## src/include/pmicif_map.svh

```systemverilog
`ifndef PMICIF_MAP_SVH
`define PMICIF_MAP_SVH

// register offsets
`define PMICIF_ADDR_BUCK_FLAGS   8'h03
`define PMICIF_ADDR_LDO_LO_FLAGS 8'h04
`define PMICIF_ADDR_LDO_HI_FLAGS 8'h05
`define PMICIF_ADDR_GPIO_FLAGS   8'h06
`define PMICIF_ADDR_TOP_MASKS    8'h07
`define PMICIF_ADDR_BATT_MASKS   8'h08
`define PMICIF_ADDR_PSW_MASKS    8'h09
`define PMICIF_ADDR_BUCK_MASKS   8'h0A
`define PMICIF_ADDR_LDO_LO_MASKS 8'h0B
`define PMICIF_ADDR_LDO_HI_MASKS 8'h0C

// reset values and writable-bit masks
`define PMICIF_RST_FLAGS         8'h00
`define PMICIF_RST_TOP_MASKS     8'hFB
`define PMICIF_WMASK_TOP_MASKS   8'hFB
`define PMICIF_RST_BATT_MASKS    8'h07
`define PMICIF_WMASK_BATT_MASKS  8'h07
`define PMICIF_RST_PSW_MASKS     8'h3F
`define PMICIF_WMASK_PSW_MASKS   8'h3F
`define PMICIF_RST_SRC_MASKS     8'hFF
`define PMICIF_RST_LDO8_MASK     1'h1

// top-level mask and summary bit positions
`define PMICIF_BIT_GLBL          7
`define PMICIF_BIT_BUCK          6
`define PMICIF_BIT_LDO           5
`define PMICIF_BIT_GPIO          4
`define PMICIF_BIT_RTC           3
`define PMICIF_BIT_PSW           1
`define PMICIF_BIT_MASTER        0

// per-pin transition select codes
`define PMICIF_EDGE_OFF          2'h0
`define PMICIF_EDGE_RISE         2'h1
`define PMICIF_EDGE_FALL         2'h2
`define PMICIF_EDGE_BOTH         2'h3

`endif

```

## src/include/pmicif_pkg.sv

```systemverilog
package pmicif_pkg;

	// one register port request
	typedef struct packed {
		logic [7:0] addr;
		logic [7:0] wdata;
		logic       wr;
		logic       rd;
	} pmicif_req_t;

	// per-group pending summary
	typedef struct packed {
		logic glbl;
		logic buck;
		logic ldo;
		logic gpio;
		logic rtc;
		logic psw;
	} pmicif_pend_t;

endpackage

```

## src/core/pmicif_top.sv

```systemverilog
`include "pmicif_map.svh"
module pmicif_top #(
	parameter int NUM_BUCK = 4,
	parameter int NUM_LDO  = 9,
	parameter int NUM_GPIO = 8
) (
	// clock and reset
	input  wire logic        CLK_IN,
	input  wire logic        RESETN_IN,
	// register port
	input  wire logic [7:0]  REG_ADDR_IN,
	input  wire logic [7:0]  REG_WDATA_IN,
	input  wire logic        REG_WR_IN,
	input  wire logic        REG_RD_IN,
	output logic      [7:0]  REG_RDATA_OUT,
	output logic             REG_RVALID_OUT,
	// regulator detectors; buck ones asynchronous levels, LDO events used without synchroniser
	input  wire logic [3:0]  BUCK_OV_IN,
	input  wire logic [3:0]  BUCK_UV_IN,
	input  wire logic [3:0]  BUCK_EN_IN,
	input  wire logic [8:0]  LDO_EVENT_IN,
	// pins and their transition selects
	input  wire logic [7:0]  GPIO_PIN_IN,
	input  wire logic [15:0] PIN_TRANSITION_SELECT_IN,
	// pending flags of neighbouring flag registers
	input  wire logic [2:0]  BATT_TEMP_FLAGS_IN,
	input  wire logic [5:0]  POWER_SWITCH_FLAGS_IN,
	input  wire logic        RTC_PENDING_IN,
	// summary and interrupt
	output logic      [7:0]  TOP_STATUS_OUT,
	output logic             IRQ_N_OUT
);

	////////////////////////////////////////////////////////////////////////////////
	// register layout is fixed at eight bits, so the counts cannot move
	generate
		if (NUM_BUCK != 4 || NUM_LDO != 9 || NUM_GPIO != 8)
		begin : g_bad
			$error("pmicif_top: unsupported resource counts");
		end
	endgenerate

	pmicif_pkg::pmicif_req_t  req;
	pmicif_pkg::pmicif_pend_t pend;

	logic [7:0] buck_ff, nxt_buck, buck_set;
	logic [7:0] ldo_lo_ff, nxt_ldo_lo;
	logic       ldo8_ff, nxt_ldo8;
	logic [7:0] gpio_ff, nxt_gpio, gpio_set;
	logic [7:0] pin_prev_ff, nxt_pin_prev;
	logic [7:0] top_msk_ff, nxt_top_msk;
	logic [7:0] batt_msk_ff, nxt_batt_msk;
	logic [7:0] psw_msk_ff, nxt_psw_msk;
	logic [7:0] buck_msk_ff, nxt_buck_msk;
	logic [7:0] ldo_msk_ff, nxt_ldo_msk;
	logic       ldo8_msk_ff, nxt_ldo8_msk;
	logic [7:0] rdata_ff, nxt_rdata;
	logic       rvalid_ff, nxt_rvalid;
	logic [7:0] status_ff, nxt_status;
	logic       irq_n_ff, nxt_irq_n;
	logic [19:0] sync_lvl;
	logic [3:0] ov_s, uv_s, en_s;
	logic [7:0] pin_s;
	logic       any_irq;

	assign req = '{addr: REG_ADDR_IN, wdata: REG_WDATA_IN, wr: REG_WR_IN, rd: REG_RD_IN};

	// true when a read or write targets the given offset
	function automatic logic hit(input pmicif_pkg::pmicif_req_t r, input logic [7:0] a,
		input logic is_rd);
		hit = (r.addr == a) && (is_rd ? r.rd : r.wr);
	endfunction

	////////////////////////////////////////////////////////////////////////////////
	// buck detector and pin inputs come from other domains
	pmicif_sync #(
		.WIDTH     (20)
	) u_sync (
		.clk_in    (CLK_IN),
		.resetn_in (RESETN_IN),
		.async_in  ({GPIO_PIN_IN, BUCK_EN_IN, BUCK_UV_IN, BUCK_OV_IN}),
		.level_out (sync_lvl)
	);

	assign ov_s  = sync_lvl[3:0];
	assign uv_s  = sync_lvl[7:4];
	assign en_s  = sync_lvl[11:8];
	assign pin_s = sync_lvl[19:12];

	////////////////////////////////////////////////////////////////////////////////
	// sticky flags; a set in the read cycle beats the clear so no event is lost
	always_comb
	begin
		buck_set = '0;
		gpio_set = '0;
		for (int i = 0; i < NUM_BUCK; i++)
		begin
			buck_set[7 - 2 * i] = ov_s[i];
			buck_set[6 - 2 * i] = uv_s[i] & en_s[i];
		end
		for (int i = 0; i < NUM_GPIO; i++)
		begin
			case (PIN_TRANSITION_SELECT_IN[2 * i +: 2])
				`PMICIF_EDGE_RISE: gpio_set[i] = pin_s[i] & ~pin_prev_ff[i];
				`PMICIF_EDGE_FALL: gpio_set[i] = ~pin_s[i] & pin_prev_ff[i];
				`PMICIF_EDGE_BOTH: gpio_set[i] = pin_s[i] ^ pin_prev_ff[i];
				default:           gpio_set[i] = 1'b0;
			endcase
		end
		nxt_pin_prev = pin_s;
		nxt_buck     = (hit(req, `PMICIF_ADDR_BUCK_FLAGS, 1'b1) ? 8'h00 : buck_ff)
			| buck_set;
		nxt_ldo_lo   = (hit(req, `PMICIF_ADDR_LDO_LO_FLAGS, 1'b1) ? 8'h00 : ldo_lo_ff)
			| LDO_EVENT_IN[7:0];
		nxt_ldo8     = (hit(req, `PMICIF_ADDR_LDO_HI_FLAGS, 1'b1) ? 1'b0 : ldo8_ff)
			| LDO_EVENT_IN[8];
		// a select of zero also wipes a flag already standing on that pin
		for (int i = 0; i < NUM_GPIO; i++)
		begin
			if (PIN_TRANSITION_SELECT_IN[2 * i +: 2] == `PMICIF_EDGE_OFF)
				gpio_set[i] = 1'b0;
		end
		nxt_gpio     = (hit(req, `PMICIF_ADDR_GPIO_FLAGS, 1'b1) ? 8'h00 : gpio_ff)
			| gpio_set;
		for (int i = 0; i < NUM_GPIO; i++)
		begin
			if (PIN_TRANSITION_SELECT_IN[2 * i +: 2] == `PMICIF_EDGE_OFF)
				nxt_gpio[i] = 1'b0;
		end
	end

	always_ff @(posedge CLK_IN or negedge RESETN_IN)
	begin
		if (!RESETN_IN)
		begin
			buck_ff     <= `PMICIF_RST_FLAGS;
			ldo_lo_ff   <= `PMICIF_RST_FLAGS;
			ldo8_ff     <= 1'b0;
			gpio_ff     <= `PMICIF_RST_FLAGS;
			pin_prev_ff <= 8'h00;
		end
		else
		begin
			buck_ff     <= nxt_buck;
			ldo_lo_ff   <= nxt_ldo_lo;
			ldo8_ff     <= nxt_ldo8;
			gpio_ff     <= nxt_gpio;
			pin_prev_ff <= nxt_pin_prev;
		end
	end

	////////////////////////////////////////////////////////////////////////////////
	// mask registers; reserved bits are dropped on write, so they read zero
	always_comb
	begin
		nxt_top_msk  = top_msk_ff;
		nxt_batt_msk = batt_msk_ff;
		nxt_psw_msk  = psw_msk_ff;
		nxt_buck_msk = buck_msk_ff;
		nxt_ldo_msk  = ldo_msk_ff;
		nxt_ldo8_msk = ldo8_msk_ff;
		if (hit(req, `PMICIF_ADDR_TOP_MASKS, 1'b0))
			nxt_top_msk = req.wdata & `PMICIF_WMASK_TOP_MASKS;
		if (hit(req, `PMICIF_ADDR_BATT_MASKS, 1'b0))
			nxt_batt_msk = req.wdata & `PMICIF_WMASK_BATT_MASKS;
		if (hit(req, `PMICIF_ADDR_PSW_MASKS, 1'b0))
			nxt_psw_msk = req.wdata & `PMICIF_WMASK_PSW_MASKS;
		if (hit(req, `PMICIF_ADDR_BUCK_MASKS, 1'b0))
			nxt_buck_msk = req.wdata;
		if (hit(req, `PMICIF_ADDR_LDO_LO_MASKS, 1'b0))
			nxt_ldo_msk = req.wdata;
		if (hit(req, `PMICIF_ADDR_LDO_HI_MASKS, 1'b0))
			nxt_ldo8_msk = req.wdata[0];
	end

	always_ff @(posedge CLK_IN or negedge RESETN_IN)
	begin
		if (!RESETN_IN)
		begin
			top_msk_ff  <= `PMICIF_RST_TOP_MASKS;
			batt_msk_ff <= `PMICIF_RST_BATT_MASKS;
			psw_msk_ff  <= `PMICIF_RST_PSW_MASKS;
			buck_msk_ff <= `PMICIF_RST_SRC_MASKS;
			ldo_msk_ff  <= `PMICIF_RST_SRC_MASKS;
			ldo8_msk_ff <= `PMICIF_RST_LDO8_MASK;
		end
		else
		begin
			top_msk_ff  <= nxt_top_msk;
			batt_msk_ff <= nxt_batt_msk;
			psw_msk_ff  <= nxt_psw_msk;
			buck_msk_ff <= nxt_buck_msk;
			ldo_msk_ff  <= nxt_ldo_msk;
			ldo8_msk_ff <= nxt_ldo8_msk;
		end
	end

	////////////////////////////////////////////////////////////////////////////////
	// group summaries; a source mask of one keeps the flag but hides it
	always_comb
	begin
		pend.buck = |(buck_ff & ~buck_msk_ff);
		pend.ldo  = |(ldo_lo_ff & ~ldo_msk_ff) | (ldo8_ff & ~ldo8_msk_ff);
		pend.gpio = |gpio_ff;
		pend.glbl = |(BATT_TEMP_FLAGS_IN & ~batt_msk_ff[2:0]);
		pend.psw  = |(POWER_SWITCH_FLAGS_IN & ~psw_msk_ff[5:0]);
		pend.rtc  = RTC_PENDING_IN;
		any_irq   = (pend.glbl & ~top_msk_ff[`PMICIF_BIT_GLBL])
			| (pend.buck & ~top_msk_ff[`PMICIF_BIT_BUCK])
			| (pend.ldo  & ~top_msk_ff[`PMICIF_BIT_LDO])
			| (pend.gpio & ~top_msk_ff[`PMICIF_BIT_GPIO])
			| (pend.rtc  & ~top_msk_ff[`PMICIF_BIT_RTC])
			| (pend.psw  & ~top_msk_ff[`PMICIF_BIT_PSW]);
		nxt_status = 8'h00;
		nxt_status[`PMICIF_BIT_GLBL]   = pend.glbl;
		nxt_status[`PMICIF_BIT_BUCK]   = pend.buck;
		nxt_status[`PMICIF_BIT_LDO]    = pend.ldo;
		nxt_status[`PMICIF_BIT_GPIO]   = pend.gpio;
		nxt_status[`PMICIF_BIT_RTC]    = pend.rtc;
		nxt_status[`PMICIF_BIT_PSW]    = pend.psw;
		nxt_status[`PMICIF_BIT_MASTER] = any_irq & ~top_msk_ff[`PMICIF_BIT_MASTER];
		nxt_irq_n  = ~(any_irq & ~top_msk_ff[`PMICIF_BIT_MASTER]);
	end

	always_ff @(posedge CLK_IN or negedge RESETN_IN)
	begin
		if (!RESETN_IN)
		begin
			status_ff <= 8'h00;
			irq_n_ff  <= 1'b1;
		end
		else
		begin
			status_ff <= nxt_status;
			irq_n_ff  <= nxt_irq_n;
		end
	end

	////////////////////////////////////////////////////////////////////////////////
	// read data is registered: the value before the clear, one cycle later
	always_comb
	begin
		nxt_rdata  = rdata_ff;
		nxt_rvalid = req.rd;
		if (req.rd)
		begin
			case (req.addr)
				`PMICIF_ADDR_BUCK_FLAGS:   nxt_rdata = buck_ff;
				`PMICIF_ADDR_LDO_LO_FLAGS: nxt_rdata = ldo_lo_ff;
				`PMICIF_ADDR_LDO_HI_FLAGS: nxt_rdata = {7'h00, ldo8_ff};
				`PMICIF_ADDR_GPIO_FLAGS:   nxt_rdata = gpio_ff;
				`PMICIF_ADDR_TOP_MASKS:    nxt_rdata = top_msk_ff;
				`PMICIF_ADDR_BATT_MASKS:   nxt_rdata = batt_msk_ff;
				`PMICIF_ADDR_PSW_MASKS:    nxt_rdata = psw_msk_ff;
				`PMICIF_ADDR_BUCK_MASKS:   nxt_rdata = buck_msk_ff;
				`PMICIF_ADDR_LDO_LO_MASKS: nxt_rdata = ldo_msk_ff;
				`PMICIF_ADDR_LDO_HI_MASKS: nxt_rdata = {7'h00, ldo8_msk_ff};
				default:                   nxt_rdata = 8'h00;
			endcase
		end
	end

	always_ff @(posedge CLK_IN or negedge RESETN_IN)
	begin
		if (!RESETN_IN)
		begin
			rdata_ff  <= 8'h00;
			rvalid_ff <= 1'b0;
		end
		else
		begin
			rdata_ff  <= nxt_rdata;
			rvalid_ff <= nxt_rvalid;
		end
	end

	assign REG_RDATA_OUT  = rdata_ff;
	assign REG_RVALID_OUT = rvalid_ff;
	assign TOP_STATUS_OUT = status_ff;
	assign IRQ_N_OUT      = irq_n_ff;

	////////////////////////////////////////////////////////////////////////////////
	// checks
	property p_ov_latch;
		@(posedge CLK_IN) disable iff (!RESETN_IN)
		ov_s[0] |=> buck_ff[7];
	endproperty
	a_ov_latch: assert property (p_ov_latch) else $error("overvoltage not latched");

	property p_uv_disabled;
		@(posedge CLK_IN) disable iff (!RESETN_IN)
		(!en_s[3] && !buck_ff[0]) |=> !buck_ff[0];
	endproperty
	a_uv_disabled: assert property (p_uv_disabled) else $error("uv set while off");

	property p_buck_rc;
		@(posedge CLK_IN) disable iff (!RESETN_IN)
		(hit(req, `PMICIF_ADDR_BUCK_FLAGS, 1'b1) && buck_set == 8'h00)
			|=> (buck_ff == 8'h00) && (REG_RDATA_OUT == $past(buck_ff)) && REG_RVALID_OUT;
	endproperty
	a_buck_rc: assert property (p_buck_rc) else $error("buck read clear wrong");

	property p_ldo_rec;
		@(posedge CLK_IN) disable iff (!RESETN_IN)
		LDO_EVENT_IN[3] |=> ldo_lo_ff[3];
	endproperty
	a_ldo_rec: assert property (p_ldo_rec) else $error("ldo event lost");

	property p_ldo8_resv;
		@(posedge CLK_IN) disable iff (!RESETN_IN)
		hit(req, `PMICIF_ADDR_LDO_HI_FLAGS, 1'b1) |=> REG_RDATA_OUT[7:1] == 7'h00;
	endproperty
	a_ldo8_resv: assert property (p_ldo8_resv) else $error("ldo8 reserved nonzero");

	property p_pin_off;
		@(posedge CLK_IN) disable iff (!RESETN_IN)
		(PIN_TRANSITION_SELECT_IN[1:0] == `PMICIF_EDGE_OFF) |=> !gpio_ff[0];
	endproperty
	a_pin_off: assert property (p_pin_off) else $error("masked pin flag set");

	property p_pin_rc;
		@(posedge CLK_IN) disable iff (!RESETN_IN)
		(hit(req, `PMICIF_ADDR_GPIO_FLAGS, 1'b1) && gpio_set == 8'h00) |=> gpio_ff == 8'h00;
	endproperty
	a_pin_rc: assert property (p_pin_rc) else $error("pin flag not cleared");

	property p_resv_zero;
		@(posedge CLK_IN) disable iff (!RESETN_IN)
		!top_msk_ff[2] && (batt_msk_ff[7:3] == 5'h00) && (psw_msk_ff[7:6] == 2'h0);
	endproperty
	a_resv_zero: assert property (p_resv_zero) else $error("reserved mask bit set");

	property p_master;
		@(posedge CLK_IN) disable iff (!RESETN_IN)
		top_msk_ff[`PMICIF_BIT_MASTER] |=> IRQ_N_OUT;
	endproperty
	a_master: assert property (p_master) else $error("irq despite master mask");

	property p_sum_buck;
		@(posedge CLK_IN) disable iff (!RESETN_IN)
		(|(buck_ff & ~buck_msk_ff)) |=> TOP_STATUS_OUT[`PMICIF_BIT_BUCK];
	endproperty
	a_sum_buck: assert property (p_sum_buck) else $error("buck summary missing");

	property p_irq_cause;
		@(posedge CLK_IN) disable iff (!RESETN_IN)
		$fell(IRQ_N_OUT) |-> $past(any_irq) && !$past(top_msk_ff[`PMICIF_BIT_MASTER]);
	endproperty
	a_irq_cause: assert property (p_irq_cause) else $error("irq without cause");

	c_irq:   cover property (@(posedge CLK_IN) disable iff (!RESETN_IN) $fell(IRQ_N_OUT));
	c_buck:  cover property (@(posedge CLK_IN) disable iff (!RESETN_IN)
		buck_ff[6] && hit(req, `PMICIF_ADDR_BUCK_FLAGS, 1'b1));
	c_pin:   cover property (@(posedge CLK_IN) disable iff (!RESETN_IN) gpio_set[0]);
	c_clear: cover property (@(posedge CLK_IN) disable iff (!RESETN_IN) $rose(IRQ_N_OUT));

endmodule

```

## src/core/pmicif_sync.sv

```systemverilog
module pmicif_sync #(
	parameter int WIDTH = 1
) (
	input  wire logic             clk_in,
	input  wire logic             resetn_in,
	input  wire logic [WIDTH-1:0] async_in,
	output logic      [WIDTH-1:0] level_out
);

	logic [WIDTH-1:0] s1_ff, s2_ff, s3_ff, q_ff;
	logic [WIDTH-1:0] nxt_s1, nxt_s2, nxt_s3, nxt_q;

	////////////////////////////////////////////////////////////////////////////////
	// three stages; output moves only where stages two and three agree
	always_comb
	begin
		nxt_s1 = async_in;
		nxt_s2 = s1_ff;
		nxt_s3 = s2_ff;
		nxt_q  = (s2_ff & s3_ff) | (q_ff & (s2_ff | s3_ff));
	end

	always_ff @(posedge clk_in or negedge resetn_in)
	begin
		if (!resetn_in)
		begin
			s1_ff <= '0;
			s2_ff <= '0;
			s3_ff <= '0;
			q_ff  <= '0;
		end
		else
		begin
			s1_ff <= nxt_s1;
			s2_ff <= nxt_s2;
			s3_ff <= nxt_s3;
			q_ff  <= nxt_q;
		end
	end

	assign level_out = q_ff;

endmodule

```

## config.mk

```make
export PLATFORM = sky130hd
export DESIGN_NAME = pmicif_top
export DESIGN_NICKNAME = d
export VERILOG_FILES = /design/src/include/pmicif_pkg.sv /design/src/core/pmicif_top.sv /design/src/core/pmicif_sync.sv
export VERILOG_INCLUDE_DIRS = /design/src /design/src/include
export SDC_FILE = /design/constraint.sdc
export NUM_CORES = 1
export LEC_CHECK = 0
export ABC_CLOCK_PERIOD_IN_PS = 3400
export BUFFER_PORTS_ARGS = -buffer_cell sky130_fd_sc_hd__buf_2
export CORE_MARGIN = 2
export CORE_UTILIZATION = 50
export DETAILED_ROUTE_END_ITERATION = 16
export PLACE_DENSITY = 0.74
export SETUP_SLACK_MARGIN = 0.2
export SLEW_MARGIN = 30
export SYNTH_ARGS = -nofsm -noshare
export SYNTH_HDL_FRONTEND = slang
export SYNTH_SLANG_ARGS = --single-unit
```

## constraint.sdc

```tcl
create_clock -name CLK_IN -period 3.4 [get_ports CLK_IN]
set_input_delay 0.17 -clock CLK_IN [delete_from_list [all_inputs] [get_ports CLK_IN]]
set_output_delay 0.17 -clock CLK_IN [all_outputs]
set_load 0.005 [all_outputs]
```

==> results.cfg <==
[critical_path]
worstPathArrival_ps = 2130
crit_fanout = 3
critPathLaunchType = flip-flop
path_buf_inv = 0
cp_top_family = simple AND/OR/NAND/NOR gates
cp-end-kind = flip-flop
max_stage_delay_ps = 590
path_class = flip-flop to flip-flop
required_ps = 3680
crit_slowest_cell = or4_1
rrSetupSlack_ps = 1550
path_cells = o22ai_1, or4_1, a22oi_1, a31oi_1

[run]
drv_cap = 0

[sta]
worst_pin_slew_ps = 616
hold_slack_ps = 4.82
slew-limit-headroom = 0.589
fin_tns_setup_ps = 0
maxSlewViolCount = 0
period_share = 0.543
finalHoldViolCount = 0
skew_ps = 7.91
setup_viol = 0
rsz0062_at_grt = false
min_period_ps = 1850
fmax_ghz = 0.542

[die]
start_util = 0.510
dieArea_sq_um = 13700
coreArea_sq_um = 12600
dieWidth_um = 117
pin_count = 93
die_y_um = 117
rows = 41

[global_routing]
grt_pass1_vias = 4179
overflow = 0
antenna_found_initial = 0
grt_pass1_wl_mm = 22.0
grt_max_degree = 74
grt_usage = 0.220

[yosys]
synth.distinct_cells = 52
ys_seq_area_frac = 0.643
ys_ff_latch = 163
synthFlopType = dfrtp_1
syn-cell-area_sq_um = 6410
syn_inst = 488
yosys_warnings = 0
syn_avg_cell_area_sq_um = 13.1
synth-edff-count = 0
yosys.area.top_type = dfrtp_1
yosys.area.top_type_share = 0.503
async_flop_share = 1.00
synth_top_cells_by_area = dfrtp_1 (50%), dfstp_2 (14%), mux2_2 (3.7%)
synthesis.nets = 579

[cts]
cts_root_buffer = clkbuf_16
post_cts_resized = 0
htreeDepth = 4
hold_buffers = 34
path_clk_slew_ps = 60
cts_tree = yes
numCtsBuffers = 17
clk_latency_ps = 430
post_cts_buffers = 0
clock_sinks = 163
clockBufferDepth = 2

[placement]
numPortBuffers = 91
place_congestion = 0.896
dp_hpwl_mm = 10.1

[route]
drc = 0
drt-vias-per-instance = 5.30
drt_first_pass_iters = 5
wirelength_mm = 14.4
vias = 4252
antenna_left = 0
drt-wirelength-per-cell_um = 17.9
drt_iter0_drc = 225

[cells_and_area]
layout.nets = 709
diodes = 0
final_common_cell = dfrtp_1
mostFrequentLayoutCells = dfrtp_1 (129), buf_2 (90), inv_1 (53), dfstp_2 (34), dlygate4sd3_1 (34)
fill_cells = 955
syn2layout_area_growth_pct = 24.9
drive_above_1_share = 0.303

[status]
status = finished clean

[power_and_ir_drop]
leakage_nw = 3.67
power.density_nw_per_um2 = 573
vdd_drop_max_mv = 0.527

[hold_path]
hold_path.class = input pin to flip-flop
==> cells in the mapped netlist, drive strengths merged, types with 5 or more instances <==
cell type and number:
inv 53, nand3 5, a22o 10, dfstp 34
buf 13, nor2b 5, nand2 20, ha 16
mux2i 12, a21o 13, a31oi 9, o22ai 27
dfrtp 129, a22oi 10, maj3 20, nor2 20
o21ai 13, a21oi 12, mux2 23
==> cell families (layout without fill, tap and decap cells) <==
family	count (synthesis)	after routing	share of synthesized area
DFF	163	163	0.643
AOI/OAI and AO/OA	112	112	0.120
and+or+nand+nor	70	70	0.0620
buffers and inverters	70	213	0.0494
adders and majority gates	36	36	0.0624
muxes	36	36	0.0626
other	1	1	0.000585
==> per-stage QoR <==
step                      area (sq um)   util  setup slack [ps]  total power [mW]  instances
after detailed placement          7010  0.558              1320              2.49        737
after global placement            7010  0.558              1350              2.47        737
after global routing              8010  0.637              1470              4.76        803
after floorplan                   6410      -              1830              2.32        488
after CTS                         8010  0.637              1560              4.62        803
final                             8010  0.637              1550              4.59        803
==> layer usage <==
layer	vias to the layer above	track usage	routed length (um)
li1	1984	-	-
met1	2126	0.290	6270
met2	123	0.355	7070
met3	19	0.0566	709
met4	0	0.0824	297
met5	-	0	0
==> worst reg2reg max path: stages, from the launching register on <==
cell and delay (ps):
dfstp_2 570, o22ai_1 100, or4_1 590, a22oi_1 300, a31oi_1 150
==> registers in the layout (all words and copies together) (netlist names), 3 cells and up <==
| name | count |
|---|---|
| gpio_ff | 8 |
| TOP_STATUS_OUT | 7 |
| u_sync.level_out | 20 |
| buck_ff | 8 |
| u_sync.nxt_s2 | 20 |
| pin_prev_ff | 8 |
| top_msk_ff | 7 |
| u_sync.s3_ff | 20 |
| batt_msk_ff | 3 |
| REG_RDATA_OUT | 8 |
| ldo_lo_ff | 8 |
| u_sync.nxt_s3 | 20 |
| psw_msk_ff | 6 |
| buck_msk_ff | 8 |
| ldo_msk_ff | 8 |
==> power breakdown <==
part           switching [mW]  internal (mW)  leakage, nW
Clock                   0.766           1.33        0.323
Combinational           0.182          0.158         1.54
Sequential             0.0786           2.07         1.81
==> path summary, 6_finish.rpt <==
check | start | endpoint | depth (start not counted)
hold / removal | REG_WDATA_IN[3] | ldo_msk_ff[3]$_DFFE_PN1P_ | 3
setup reg to reg | buck_msk_ff[1]$_DFFE_PN1P_ | TOP_STATUS_OUT[0]$_DFF_PN0_ | 4
setup / recovery | buck_msk_ff[1]$_DFFE_PN1P_ | TOP_STATUS_OUT[0]$_DFF_PN0_ | 4
max in group asynchronous | RESETN_IN | ldo_msk_ff[1]$_DFFE_PN1P_ | 3
hold reg to reg | u_sync.nxt_s2[14]$_DFF_PN0_ | u_sync.nxt_s3[14]$_DFF_PN0_ | 0
min in group asynchronous | RESETN_IN | u_sync.level_out[16]$_DFF_PN0_ | 2
==> area by class of cell <==
class                   count  area [sq um]  share of cell area
well taps                 172           215              0.0269
multi-input cells         255          1980               0.247
clock buffers              18           439              0.0548
repair buffers            128           837               0.104
flip-flops and latches    163          4120               0.515
inverters                  53           199              0.0248
clock inverters            14           223              0.0278
(Power assumes the default switching activity.)
